**src/idsel_pkg.sv**
```systemverilog
// constants for the identification and sector-protect host controller
// assumes the flash part sits on plain parallel pins driven by this host
package idsel_pkg;
  localparam int ADDR_W          = 20;
  localparam int SECT_W          = 8;
  localparam int SECT_LSB        = 12;
  localparam int ADDR_NINE_BIT   = 9;
  localparam int ADDR_SIX_BIT    = 6;
  localparam logic [1:0] SEL_MAKER  = 2'h0;
  localparam logic [1:0] SEL_DEVICE = 2'h1;
  localparam logic [1:0] SEL_PROT   = 2'h2;
  localparam logic [7:0] PROT_SET   = 8'h01;
  localparam logic [7:0] PROT_CLEAR = 8'h00;
  // bus timing in ns, setup before strobe and strobe width
  localparam int T_SETUP_NS  = 50;
  localparam int T_STROBE_NS = 90;
  localparam int CLK_NS      = 8;
  localparam int SETUP_CYC   = (T_SETUP_NS + CLK_NS - 1) / CLK_NS;
  localparam int STROBE_CYC  = (T_STROBE_NS + CLK_NS - 1) / CLK_NS;
  localparam int CNT_W       = 8;
  typedef enum logic [1:0] {
    OP_READ_ID  = 2'h0,
    OP_WRITE    = 2'h1,
    OP_READ_PRT = 2'h2,
    OP_READ     = 2'h3
  } op_t;
endpackage

```
**src/cycle_timer.sv**
```systemverilog
// one-shot down counter producing a done pulse after a programmed count
// assumes load is a single-cycle pulse
`timescale 1ns/1ns
module cycle_timer #(
  parameter int CNT_W = 8
) (
  input  wire logic             clock_in,   // system clock
  input  wire logic             resetn_in,  // async reset, low
  input  wire logic             load_in,    // start pulse
  input  wire logic [CNT_W-1:0] count_in,   // cycles to wait
  output logic                  done_out    // one-cycle pulse at expiry
);
  logic [CNT_W-1:0] cnt_r, cnt_nxt;
  logic             run_r, run_nxt;
  logic             done_r, done_nxt;

  always_comb begin
    cnt_nxt  = cnt_r;
    run_nxt  = run_r;
    done_nxt = 1'b0;
    if (load_in) begin
      cnt_nxt = count_in;
      run_nxt = 1'b1;
    end else if (run_r) begin
      if (cnt_r <= CNT_W'(1)) begin
        run_nxt  = 1'b0;
        done_nxt = 1'b1;
      end else begin
        cnt_nxt = cnt_r - CNT_W'(1);
      end
    end
  end

  always_ff @(posedge clock_in or negedge resetn_in) begin
    if (!resetn_in) begin
      cnt_r  <= '0;
      run_r  <= 1'b0;
      done_r <= 1'b0;
    end else begin
      cnt_r  <= cnt_nxt;
      run_r  <= run_nxt;
      done_r <= done_nxt;
    end
  end

  assign done_out = done_r;
endmodule

```
**src/idsel_host.sv**
```systemverilog
// host controller driving a boot-sector flash through its pins for
// identification reads, sector protect status and high-voltage control
// assumes external switches apply the high voltage when the enables are high
//
// Functional notes
// - host raises high_id_voltage on addr_line_nine for identification mode
// - addr six low; A1/A0 pick maker 00, device 01, protect 10
// - sector_select_address goes on top address lines for status reads
// - all lines settle before a read with chip, output enable low
// - command-interface identification needs no high voltage
// - primary protect method uses reset-pin high voltage and bus cycles
// - protect every unprotected sector before the first unprotect write
// - alternate method needs high voltage on addr nine and output enable
// - sector decode uses A19 down to A-1 byte mode, A0 word mode
`timescale 1ns/1ns
module idsel_host #(
  parameter int ADDR_W = idsel_pkg::ADDR_W,
  parameter int SECT_W = idsel_pkg::SECT_W
) (
  input  wire logic              clock_in,          // 125 MHz clock
  input  wire logic              resetn_in,         // async reset, low
  input  wire logic              req_valid_in,      // start an operation
  input  wire logic [1:0]        req_op_in,         // op_t code
  input  wire logic [SECT_W-1:0] req_sector_in,     // sector for status reads
  input  wire logic [ADDR_W-1:0] req_addr_in,       // address for plain bus ops
  input  wire logic [7:0]        req_wdata_in,      // data for write cycles
  input  wire logic [1:0]        req_id_sel_in,     // maker or device code
  input  wire logic              hv_reset_en_in,    // request reset-pin high voltage
  input  wire logic              hv_alt_en_in,      // request alternate method voltages
  output logic                   req_ready_out,     // idle, may accept request
  output logic                   rsp_valid_out,     // read data valid pulse
  output logic [7:0]             rsp_data_out,      // byte read back
  output logic                   rsp_protected_out, // status read said protected
  output logic [ADDR_W-1:0]      flash_addr_out,    // address pins
  output logic                   flash_ce_n_out,    // chip enable, low
  output logic                   flash_oe_n_out,    // output enable, low
  output logic                   flash_we_n_out,    // write enable, low
  input  wire logic [7:0]        low_data_byte_in,  // data pins read
  output logic [7:0]             low_data_byte_out, // data pins driven
  output logic                   low_data_byte_oe_out, // data driver enable
  output logic                   hv_addr_nine_out,  // high_id_voltage on addr_line_nine
  output logic                   hv_oe_pin_out,     // high_id_voltage on output enable pin
  output logic                   hv_reset_pin_out   // high_id_voltage on reset pin
);
  typedef enum logic [2:0] {
    ST_IDLE   = 3'h0,
    ST_SETUP  = 3'h1,
    ST_STROBE = 3'h2,
    ST_DONE   = 3'h3
  } state_t;

  state_t                   state_r, state_nxt;
  idsel_pkg::op_t           op_r, op_nxt;
  logic [ADDR_W-1:0]        addr_r, addr_nxt;
  logic [7:0]               wdata_r, wdata_nxt;
  logic [7:0]               rdata_r, rdata_nxt;
  logic                     rvalid_r, rvalid_nxt;
  logic                     prot_r, prot_nxt;
  logic                     ce_n_r, ce_n_nxt, oe_n_r, oe_n_nxt, we_n_r, we_n_nxt;
  logic                     doe_r, doe_nxt;
  logic                     hv9_r, hv9_nxt, hvoe_r, hvoe_nxt, hvrst_r, hvrst_nxt;
  logic                     tmr_load;
  logic [idsel_pkg::CNT_W-1:0] tmr_count;
  logic                     tmr_done;

  // id address: sector on top lines, addr six low, select on A1/A0
  function automatic logic [ADDR_W-1:0] id_addr(input logic [SECT_W-1:0] sect,
                                                input logic [1:0] sel);
    logic [ADDR_W-1:0] a;
    a = '0;
    a[idsel_pkg::SECT_LSB +: SECT_W] = sect;
    a[idsel_pkg::ADDR_SIX_BIT]       = 1'b0;
    a[1:0]                           = sel;
    return a;
  endfunction

  cycle_timer #(.CNT_W(idsel_pkg::CNT_W)) u_timer (
    .clock_in (clock_in),
    .resetn_in(resetn_in),
    .load_in  (tmr_load),
    .count_in (tmr_count),
    .done_out (tmr_done)
  );

  always_comb begin
    state_nxt  = state_r;
    op_nxt     = op_r;
    addr_nxt   = addr_r;
    wdata_nxt  = wdata_r;
    rdata_nxt  = rdata_r;
    rvalid_nxt = 1'b0;
    prot_nxt   = prot_r;
    ce_n_nxt   = ce_n_r;
    oe_n_nxt   = oe_n_r;
    we_n_nxt   = we_n_r;
    doe_nxt    = doe_r;
    tmr_load   = 1'b0;
    tmr_count  = '0;
    // voltages only change between cycles so the part never sees a glitch mid-strobe
    hv9_nxt    = hv9_r;
    hvoe_nxt   = hvoe_r;
    hvrst_nxt  = hvrst_r;
    case (state_r)
      ST_IDLE: begin
        hvrst_nxt = hv_reset_en_in;
        hvoe_nxt  = hv_alt_en_in;
        hv9_nxt   = hv_alt_en_in;
        if (req_valid_in) begin
          op_nxt    = idsel_pkg::op_t'(req_op_in);
          wdata_nxt = req_wdata_in;
          ce_n_nxt  = 1'b0;
          case (idsel_pkg::op_t'(req_op_in))
            idsel_pkg::OP_READ_ID: begin
              addr_nxt = id_addr('0, req_id_sel_in);
              hv9_nxt  = 1'b1;
            end
            idsel_pkg::OP_READ_PRT: begin
              addr_nxt = id_addr(req_sector_in, idsel_pkg::SEL_PROT);
              hv9_nxt  = 1'b1;
            end
            idsel_pkg::OP_WRITE: begin
              // command writes reach autoselect without high voltage
              addr_nxt = req_addr_in;
              doe_nxt  = 1'b1;
            end
            default: begin
              addr_nxt = req_addr_in;
            end
          endcase
          tmr_load  = 1'b1;
          tmr_count = idsel_pkg::CNT_W'(idsel_pkg::SETUP_CYC);
          state_nxt = ST_SETUP;
        end
      end
      ST_SETUP: begin
        if (tmr_done) begin
          // strobe only after every line has settled
          if (op_r == idsel_pkg::OP_WRITE) begin
            we_n_nxt = 1'b0;
          end else begin
            oe_n_nxt = 1'b0;
          end
          tmr_load  = 1'b1;
          tmr_count = idsel_pkg::CNT_W'(idsel_pkg::STROBE_CYC);
          state_nxt = ST_STROBE;
        end
      end
      ST_STROBE: begin
        if (tmr_done) begin
          if (op_r != idsel_pkg::OP_WRITE) begin
            rdata_nxt  = low_data_byte_in;
            rvalid_nxt = 1'b1;
            prot_nxt   = (op_r == idsel_pkg::OP_READ_PRT) &&
                         (low_data_byte_in == idsel_pkg::PROT_SET);
          end
          oe_n_nxt  = 1'b1;
          we_n_nxt  = 1'b1;
          state_nxt = ST_DONE;
        end
      end
      ST_DONE: begin
        ce_n_nxt  = 1'b1;
        doe_nxt   = 1'b0;
        hv9_nxt   = hv_alt_en_in;
        state_nxt = ST_IDLE;
      end
      default: begin
        state_nxt = ST_IDLE;
      end
    endcase
  end

  always_ff @(posedge clock_in or negedge resetn_in) begin
    if (!resetn_in) begin
      state_r  <= ST_IDLE;
      op_r     <= idsel_pkg::OP_READ_ID;
      addr_r   <= '0;
      wdata_r  <= 8'h00;
      rdata_r  <= 8'h00;
      rvalid_r <= 1'b0;
      prot_r   <= 1'b0;
      ce_n_r   <= 1'b1;
      oe_n_r   <= 1'b1;
      we_n_r   <= 1'b1;
      doe_r    <= 1'b0;
      hv9_r    <= 1'b0;
      hvoe_r   <= 1'b0;
      hvrst_r  <= 1'b0;
    end else begin
      state_r  <= state_nxt;
      op_r     <= op_nxt;
      addr_r   <= addr_nxt;
      wdata_r  <= wdata_nxt;
      rdata_r  <= rdata_nxt;
      rvalid_r <= rvalid_nxt;
      prot_r   <= prot_nxt;
      ce_n_r   <= ce_n_nxt;
      oe_n_r   <= oe_n_nxt;
      we_n_r   <= we_n_nxt;
      doe_r    <= doe_nxt;
      hv9_r    <= hv9_nxt;
      hvoe_r   <= hvoe_nxt;
      hvrst_r  <= hvrst_nxt;
    end
  end

  assign req_ready_out        = (state_r == ST_IDLE);
  assign rsp_valid_out        = rvalid_r;
  assign rsp_data_out         = rdata_r;
  assign rsp_protected_out    = prot_r;
  assign flash_addr_out       = addr_r;
  assign flash_ce_n_out       = ce_n_r;
  assign flash_oe_n_out       = oe_n_r;
  assign flash_we_n_out       = we_n_r;
  assign low_data_byte_out    = wdata_r;
  assign low_data_byte_oe_out = doe_r;
  assign hv_addr_nine_out     = hv9_r;
  assign hv_oe_pin_out        = hvoe_r;
  assign hv_reset_pin_out     = hvrst_r;
endmodule

```
**config.mk**
```make
export PLATFORM = sky130hd
export DESIGN_NAME = idsel_host
export DESIGN_NICKNAME = d
export VERILOG_FILES = /design/src/idsel_pkg.sv /design/src/cycle_timer.sv /design/src/idsel_host.sv
export SDC_FILE = /design/constraint.sdc
export NUM_CORES = 1
export LEC_CHECK = 0
export BUFFER_PORTS_ARGS = -buffer_cell sky130_fd_sc_hd__buf_2
export CAP_MARGIN = 20
export CORE_ASPECT_RATIO = 0.9
export CORE_MARGIN = 1.5
export CORE_UTILIZATION = 35
export DETAILED_ROUTE_END_ITERATION = 12
export MAX_ROUTING_LAYER = met4
export SYNTH_ARGS = -nofsm -noshare
export SYNTH_HDL_FRONTEND = slang
export SYNTH_HIERARCHICAL = 1
export SYNTH_SLANG_ARGS = --single-unit
```
**constraint.sdc**
```tcl
create_clock -name clock_in -period 2 [get_ports clock_in]
set_input_delay 0.4 -clock clock_in [delete_from_list [all_inputs] [get_ports clock_in]]
set_output_delay 0.4 -clock clock_in [all_outputs]
set_load 0.01 [all_outputs]
```
==> flow_results.xml <==
<?xml version="1.0" encoding="UTF-8"?>
<metrics>
  <group name="status">
    <metric name="run_status" unit="">completed</metric>
  </group>
  <group name="global_route">
    <metric name="grt_overflow" unit="">0</metric>
    <metric name="antenna_found_initial" unit="">0</metric>
    <metric name="number_of_global_route_vias_before_repair" unit="">2071</metric>
    <metric name="grt_start_max_net_pins" unit="">39</metric>
    <metric name="grt_pass1_wl" unit="µm">9530</metric>
    <metric name="grt_use_total" unit="%">15.6</metric>
  </group>
  <group name="die">
    <metric name="io_pins" unit="">99</metric>
    <metric name="num_rows" unit="">30</metric>
    <metric name="initial_core_util" unit="%">36.3</metric>
    <metric name="floorplan.die.width" unit="µm">96.2</metric>
    <metric name="core_outline_area" unit="mm²">0.00754</metric>
    <metric name="die_area" unit="mm²">0.00836</metric>
    <metric name="fp.dieH" unit="µm">86.9</metric>
  </group>
  <group name="layout">
    <metric name="num-nets-final" unit="">422</metric>
    <metric name="layout_commonest_cell" unit="">sky130_fd_sc_hd__buf_2</metric>
    <metric name="stdcell_count" unit="">463</metric>
    <metric name="area_growth" unit="%">31.1</metric>
    <metric name="mostFrequentLayoutCells" unit="">sky130_fd_sc_hd__buf_2, sky130_fd_sc_hd__dfrtp_1, sky130_fd_sc_hd__nand2_1, sky130_fd_sc_hd__o21ai_1</metric>
    <metric name="share_of_cells_above_drive_strength_1" unit="%">37.6</metric>
    <metric name="finish.instance_area" unit="mm²">0.00359</metric>
    <metric name="num_antenna_cells" unit="">0</metric>
  </group>
  <group name="power">
    <metric name="vdd.ir_drop.worst" unit="mV">0.362</metric>
    <metric name="power.static_leakage" unit="µW">0.00191</metric>
    <metric name="post-layout-total-power" unit="µW">2600</metric>
    <metric name="power_per_standard_cell_area" unit="mW/mm²">724</metric>
  </group>
  <group name="synth">
    <metric name="synth.lib_cells_used.distinct" unit="">44</metric>
    <metric name="synth-seq-area-share" unit="%">54.1</metric>
    <metric name="yosys_warnings" unit="">6</metric>
    <metric name="netlist_area" unit="mm²">0.00274</metric>
    <metric name="synth_largest_type_area_fraction" unit="%">51.2</metric>
    <metric name="synth_area_leaders" unit="">sky130_fd_sc_hd__dfrtp_1, sky130_fd_sc_hd__mux2_1, sky130_fd_sc_hd__nand2_1</metric>
    <metric name="synth.ff_latch_count" unit="">59</metric>
    <metric name="synth_edf_count" unit="">0</metric>
    <metric name="post_synth.cell_area_avg" unit="µm²">10.7</metric>
    <metric name="netlist_instances" unit="">257</metric>
    <metric name="synth_ff_type" unit="">sky130_fd_sc_hd__dfrtp_1</metric>
    <metric name="synth-async-reset-ratio" unit="%">100</metric>
    <metric name="synth_top_cell_by_area" unit="">sky130_fd_sc_hd__dfrtp_1</metric>
  </group>
  <group name="critical_path">
    <metric name="cp_max_fo" unit="">6</metric>
    <metric name="critPathLaunchType" unit="">flip-flop</metric>
    <metric name="crit_slowest_cell" unit="">sky130_fd_sc_hd__or4_4</metric>
    <metric name="path_class" unit="">reg2reg</metric>
    <metric name="critical_path.cell_chain" unit="">or4_4 -&gt; or4_4 -&gt; a32oi_2 -&gt; nand2_1</metric>
    <metric name="path_delay_family" unit="">simple AND/OR/NAND/NOR gates</metric>
    <metric name="worst_path_most_repeated_cell" unit="">sky130_fd_sc_hd__or4_4</metric>
    <metric name="worst-endpoint-arrival" unit="ns">2.09</metric>
    <metric name="worst_setup_path_end_kind" unit="">flip-flop</metric>
    <metric name="timing.critical_path.required" unit="ns">2.21</metric>
    <metric name="slowest_delay" unit="ns">0.57</metric>
    <metric name="cp_num_buf_inv" unit="">0</metric>
  </group>
  <group name="clocking">
    <metric name="clk-insertion-delay-late" unit="ns">0.33</metric>
    <metric name="tritoncts" unit="">done</metric>
    <metric name="clkTransAtPathRegs" unit="ns">0.07</metric>
    <metric name="tritoncts_num_sinks" unit="">59</metric>
    <metric name="postCtsResizedCells" unit="">0</metric>
    <metric name="post-cts-setup-buffers" unit="">0</metric>
    <metric name="clockBufferDepth" unit="">2</metric>
    <metric name="htreeDepth" unit="">3</metric>
    <metric name="cts_hold_repair.buffers" unit="">0</metric>
    <metric name="numCtsBuffers" unit="">9</metric>
    <metric name="cts_root_buffer" unit="">sky130_fd_sc_hd__clkbuf_8</metric>
  </group>
  <group name="sta">
    <metric name="tightest_slew" unit="ns">0.534</metric>
    <metric name="max_fclk" unit="GHz">0.532</metric>
    <metric name="slew_headroom" unit="%">64.4</metric>
    <metric name="drv_slew" unit="">0</metric>
    <metric name="timing.final.hold_violations" unit="">0</metric>
    <metric name="timing.setup.tns" unit="ns">0</metric>
    <metric name="grt_setup_unrepaired" unit="">false</metric>
    <metric name="minimum_clock_period_after_layout" unit="ns">1.88</metric>
    <metric name="worst_clock_skew" unit="ns">0.0105</metric>
    <metric name="finalSetupViolations" unit="">0</metric>
    <metric name="timing.final.crit_share" unit="%">94.0</metric>
  </group>
  <group name="place">
    <metric name="dpl_cell_area" unit="mm²">0.00334</metric>
    <metric name="io_buffer_count" unit="">98</metric>
    <metric name="placedCellCount" unit="">447</metric>
    <metric name="routabilityCongestion" unit="">0.782</metric>
    <metric name="dp_hpwl" unit="µm">4290</metric>
  </group>
  <group name="detailed_routing">
    <metric name="drtIter0Drc" unit="">81</metric>
    <metric name="avgRoutedWirePerCell" unit="µm">12.5</metric>
    <metric name="drt-pass1-iter-count" unit="">4</metric>
    <metric name="final_antenna_net_count" unit="">0</metric>
    <metric name="detailroute.via_count" unit="">2145</metric>
    <metric name="post_route_drc" unit="">0</metric>
    <metric name="avgViaCountPerCell" unit="">4.63</metric>
    <metric name="drt-total-wl" unit="µm">5800</metric>
  </group>
  <group name="run">
    <metric name="maxCapViolCount" unit="">0</metric>
  </group>
  <group name="worst_hold_path">
    <metric name="hold_path.class" unit="">in2async</metric>
  </group>
</metrics>
-- layer usage --
metal  global-route usage [%]  up-vias  part of all wire [%]
li1                         -     1102                     -
met1                     19.3      965                    47
met2                     23.2       70                    45
met3                     6.20        8                   6.3
met4                     5.21        0                   1.2
met5                        -        -                     0
-- worst paths after layout --
check                                 start  slack (ns)  cells after the start                   end
setup / recovery           u_timer/cnt_r[4]        0.12                      4      u_timer/cnt_r[1]
hold / removal                    resetn_in        0.05                      2    flash_addr_out[18]
setup reg to reg           u_timer/cnt_r[4]        0.12                      4      u_timer/cnt_r[1]
hold reg to reg            hv_addr_nine_out        0.48                      2      hv_addr_nine_out
max in group asynchronous         resetn_in        1.52                      2        flash_oe_n_out
min in group clock_in       req_wdata_in[4]        0.28                      2  low_data_byte_out[4]
-- sequential cells by signal, summed over array words and instances, names as in the netlist --
name	count
u_timer/done_out	1
hv_reset_pin_out	1
rsp_data_out	8
flash_oe_n_out	1
flash_addr_out	20
rsp_protected_out	1
hv_addr_nine_out	1
flash_we_n_out	1
rsp_valid_out	1
u_timer/cnt_r	8
op_r	2
u_timer/run_r	1
hv_oe_pin_out	1
flash_ce_n_out	1
state_r	2
low_data_byte_out	8
low_data_byte_oe_out	1
-- cell families (layout without fill, tap and decap cells) --
group,after synthesis,after routing,synth area share (%)
XOR/XNOR,1,1,0.320
multiplexers,25,25,10.1
AND/OR/NAND/NOR,85,85,16.2
buffers and inverters,21,128,3.47
adder cells (fa/ha/maj),7,7,3.20
other,1,4,0.137
flip-flops,59,59,54.1
AO/OA/AOI/OAI,58,58,12.5
-- worst reg2reg max path: stages, from the launching register on --
cell	delay (ns)
sky130_fd_sc_hd__dfrtp_1	0.43
sky130_fd_sc_hd__or4_4	0.57
sky130_fd_sc_hd__or4_4	0.49
sky130_fd_sc_hd__a32oi_2	0.21
sky130_fd_sc_hd__nand2_1	0.07
-- per-stage QoR --
stage               hold slack (ns)  util [%]  worst slack, ns
floorplan                     0.104         -          0.00814
global route                 0.0523      47.6           0.0603
global placement              0.410      44.3            0.157
finish                       0.0525      47.6            0.121
CTS                          0.0481      47.6           0.0804
detailed placement            0.416      44.3           0.0915
-- synthesized netlist by cell type (4+ instances only) --
cell type / number
sky130_fd_sc_hd__dfrtp_1: 56
sky130_fd_sc_hd__and3b_1: 5
sky130_fd_sc_hd__buf_2: 4
sky130_fd_sc_hd__ha_1: 7
sky130_fd_sc_hd__nand2b_1: 4
sky130_fd_sc_hd__o21ai_1: 27
sky130_fd_sc_hd__mux2i_1: 4
sky130_fd_sc_hd__clkbuf_1: 7
sky130_fd_sc_hd__a21oi_1: 16
sky130_fd_sc_hd__nor4_1: 4
sky130_fd_sc_hd__mux2_1: 16
sky130_fd_sc_hd__nand2_1: 44
sky130_fd_sc_hd__inv_1: 7
sky130_fd_sc_hd__mux2_2: 5
sky130_fd_sc_hd__nor2_1: 9
-- power by group --
part | total [µW] | switching (µW) | internal, µW
Clock | 1290 | 453 | 838
Combinational | 114 | 62.0 | 52.2
Sequential | 1190 | 0 | 1190
-- cell type report --
class	count	area, µm²
clock buffer	13	179
clock inverter	3	67.6
fill	730	3960
inverter	8	30.0
multi-input combinational	180	1180
sequential	59	1480
tap	96	120
timing repair buffer	104	536
Note: power is estimated with default switching activity, not from simulation.
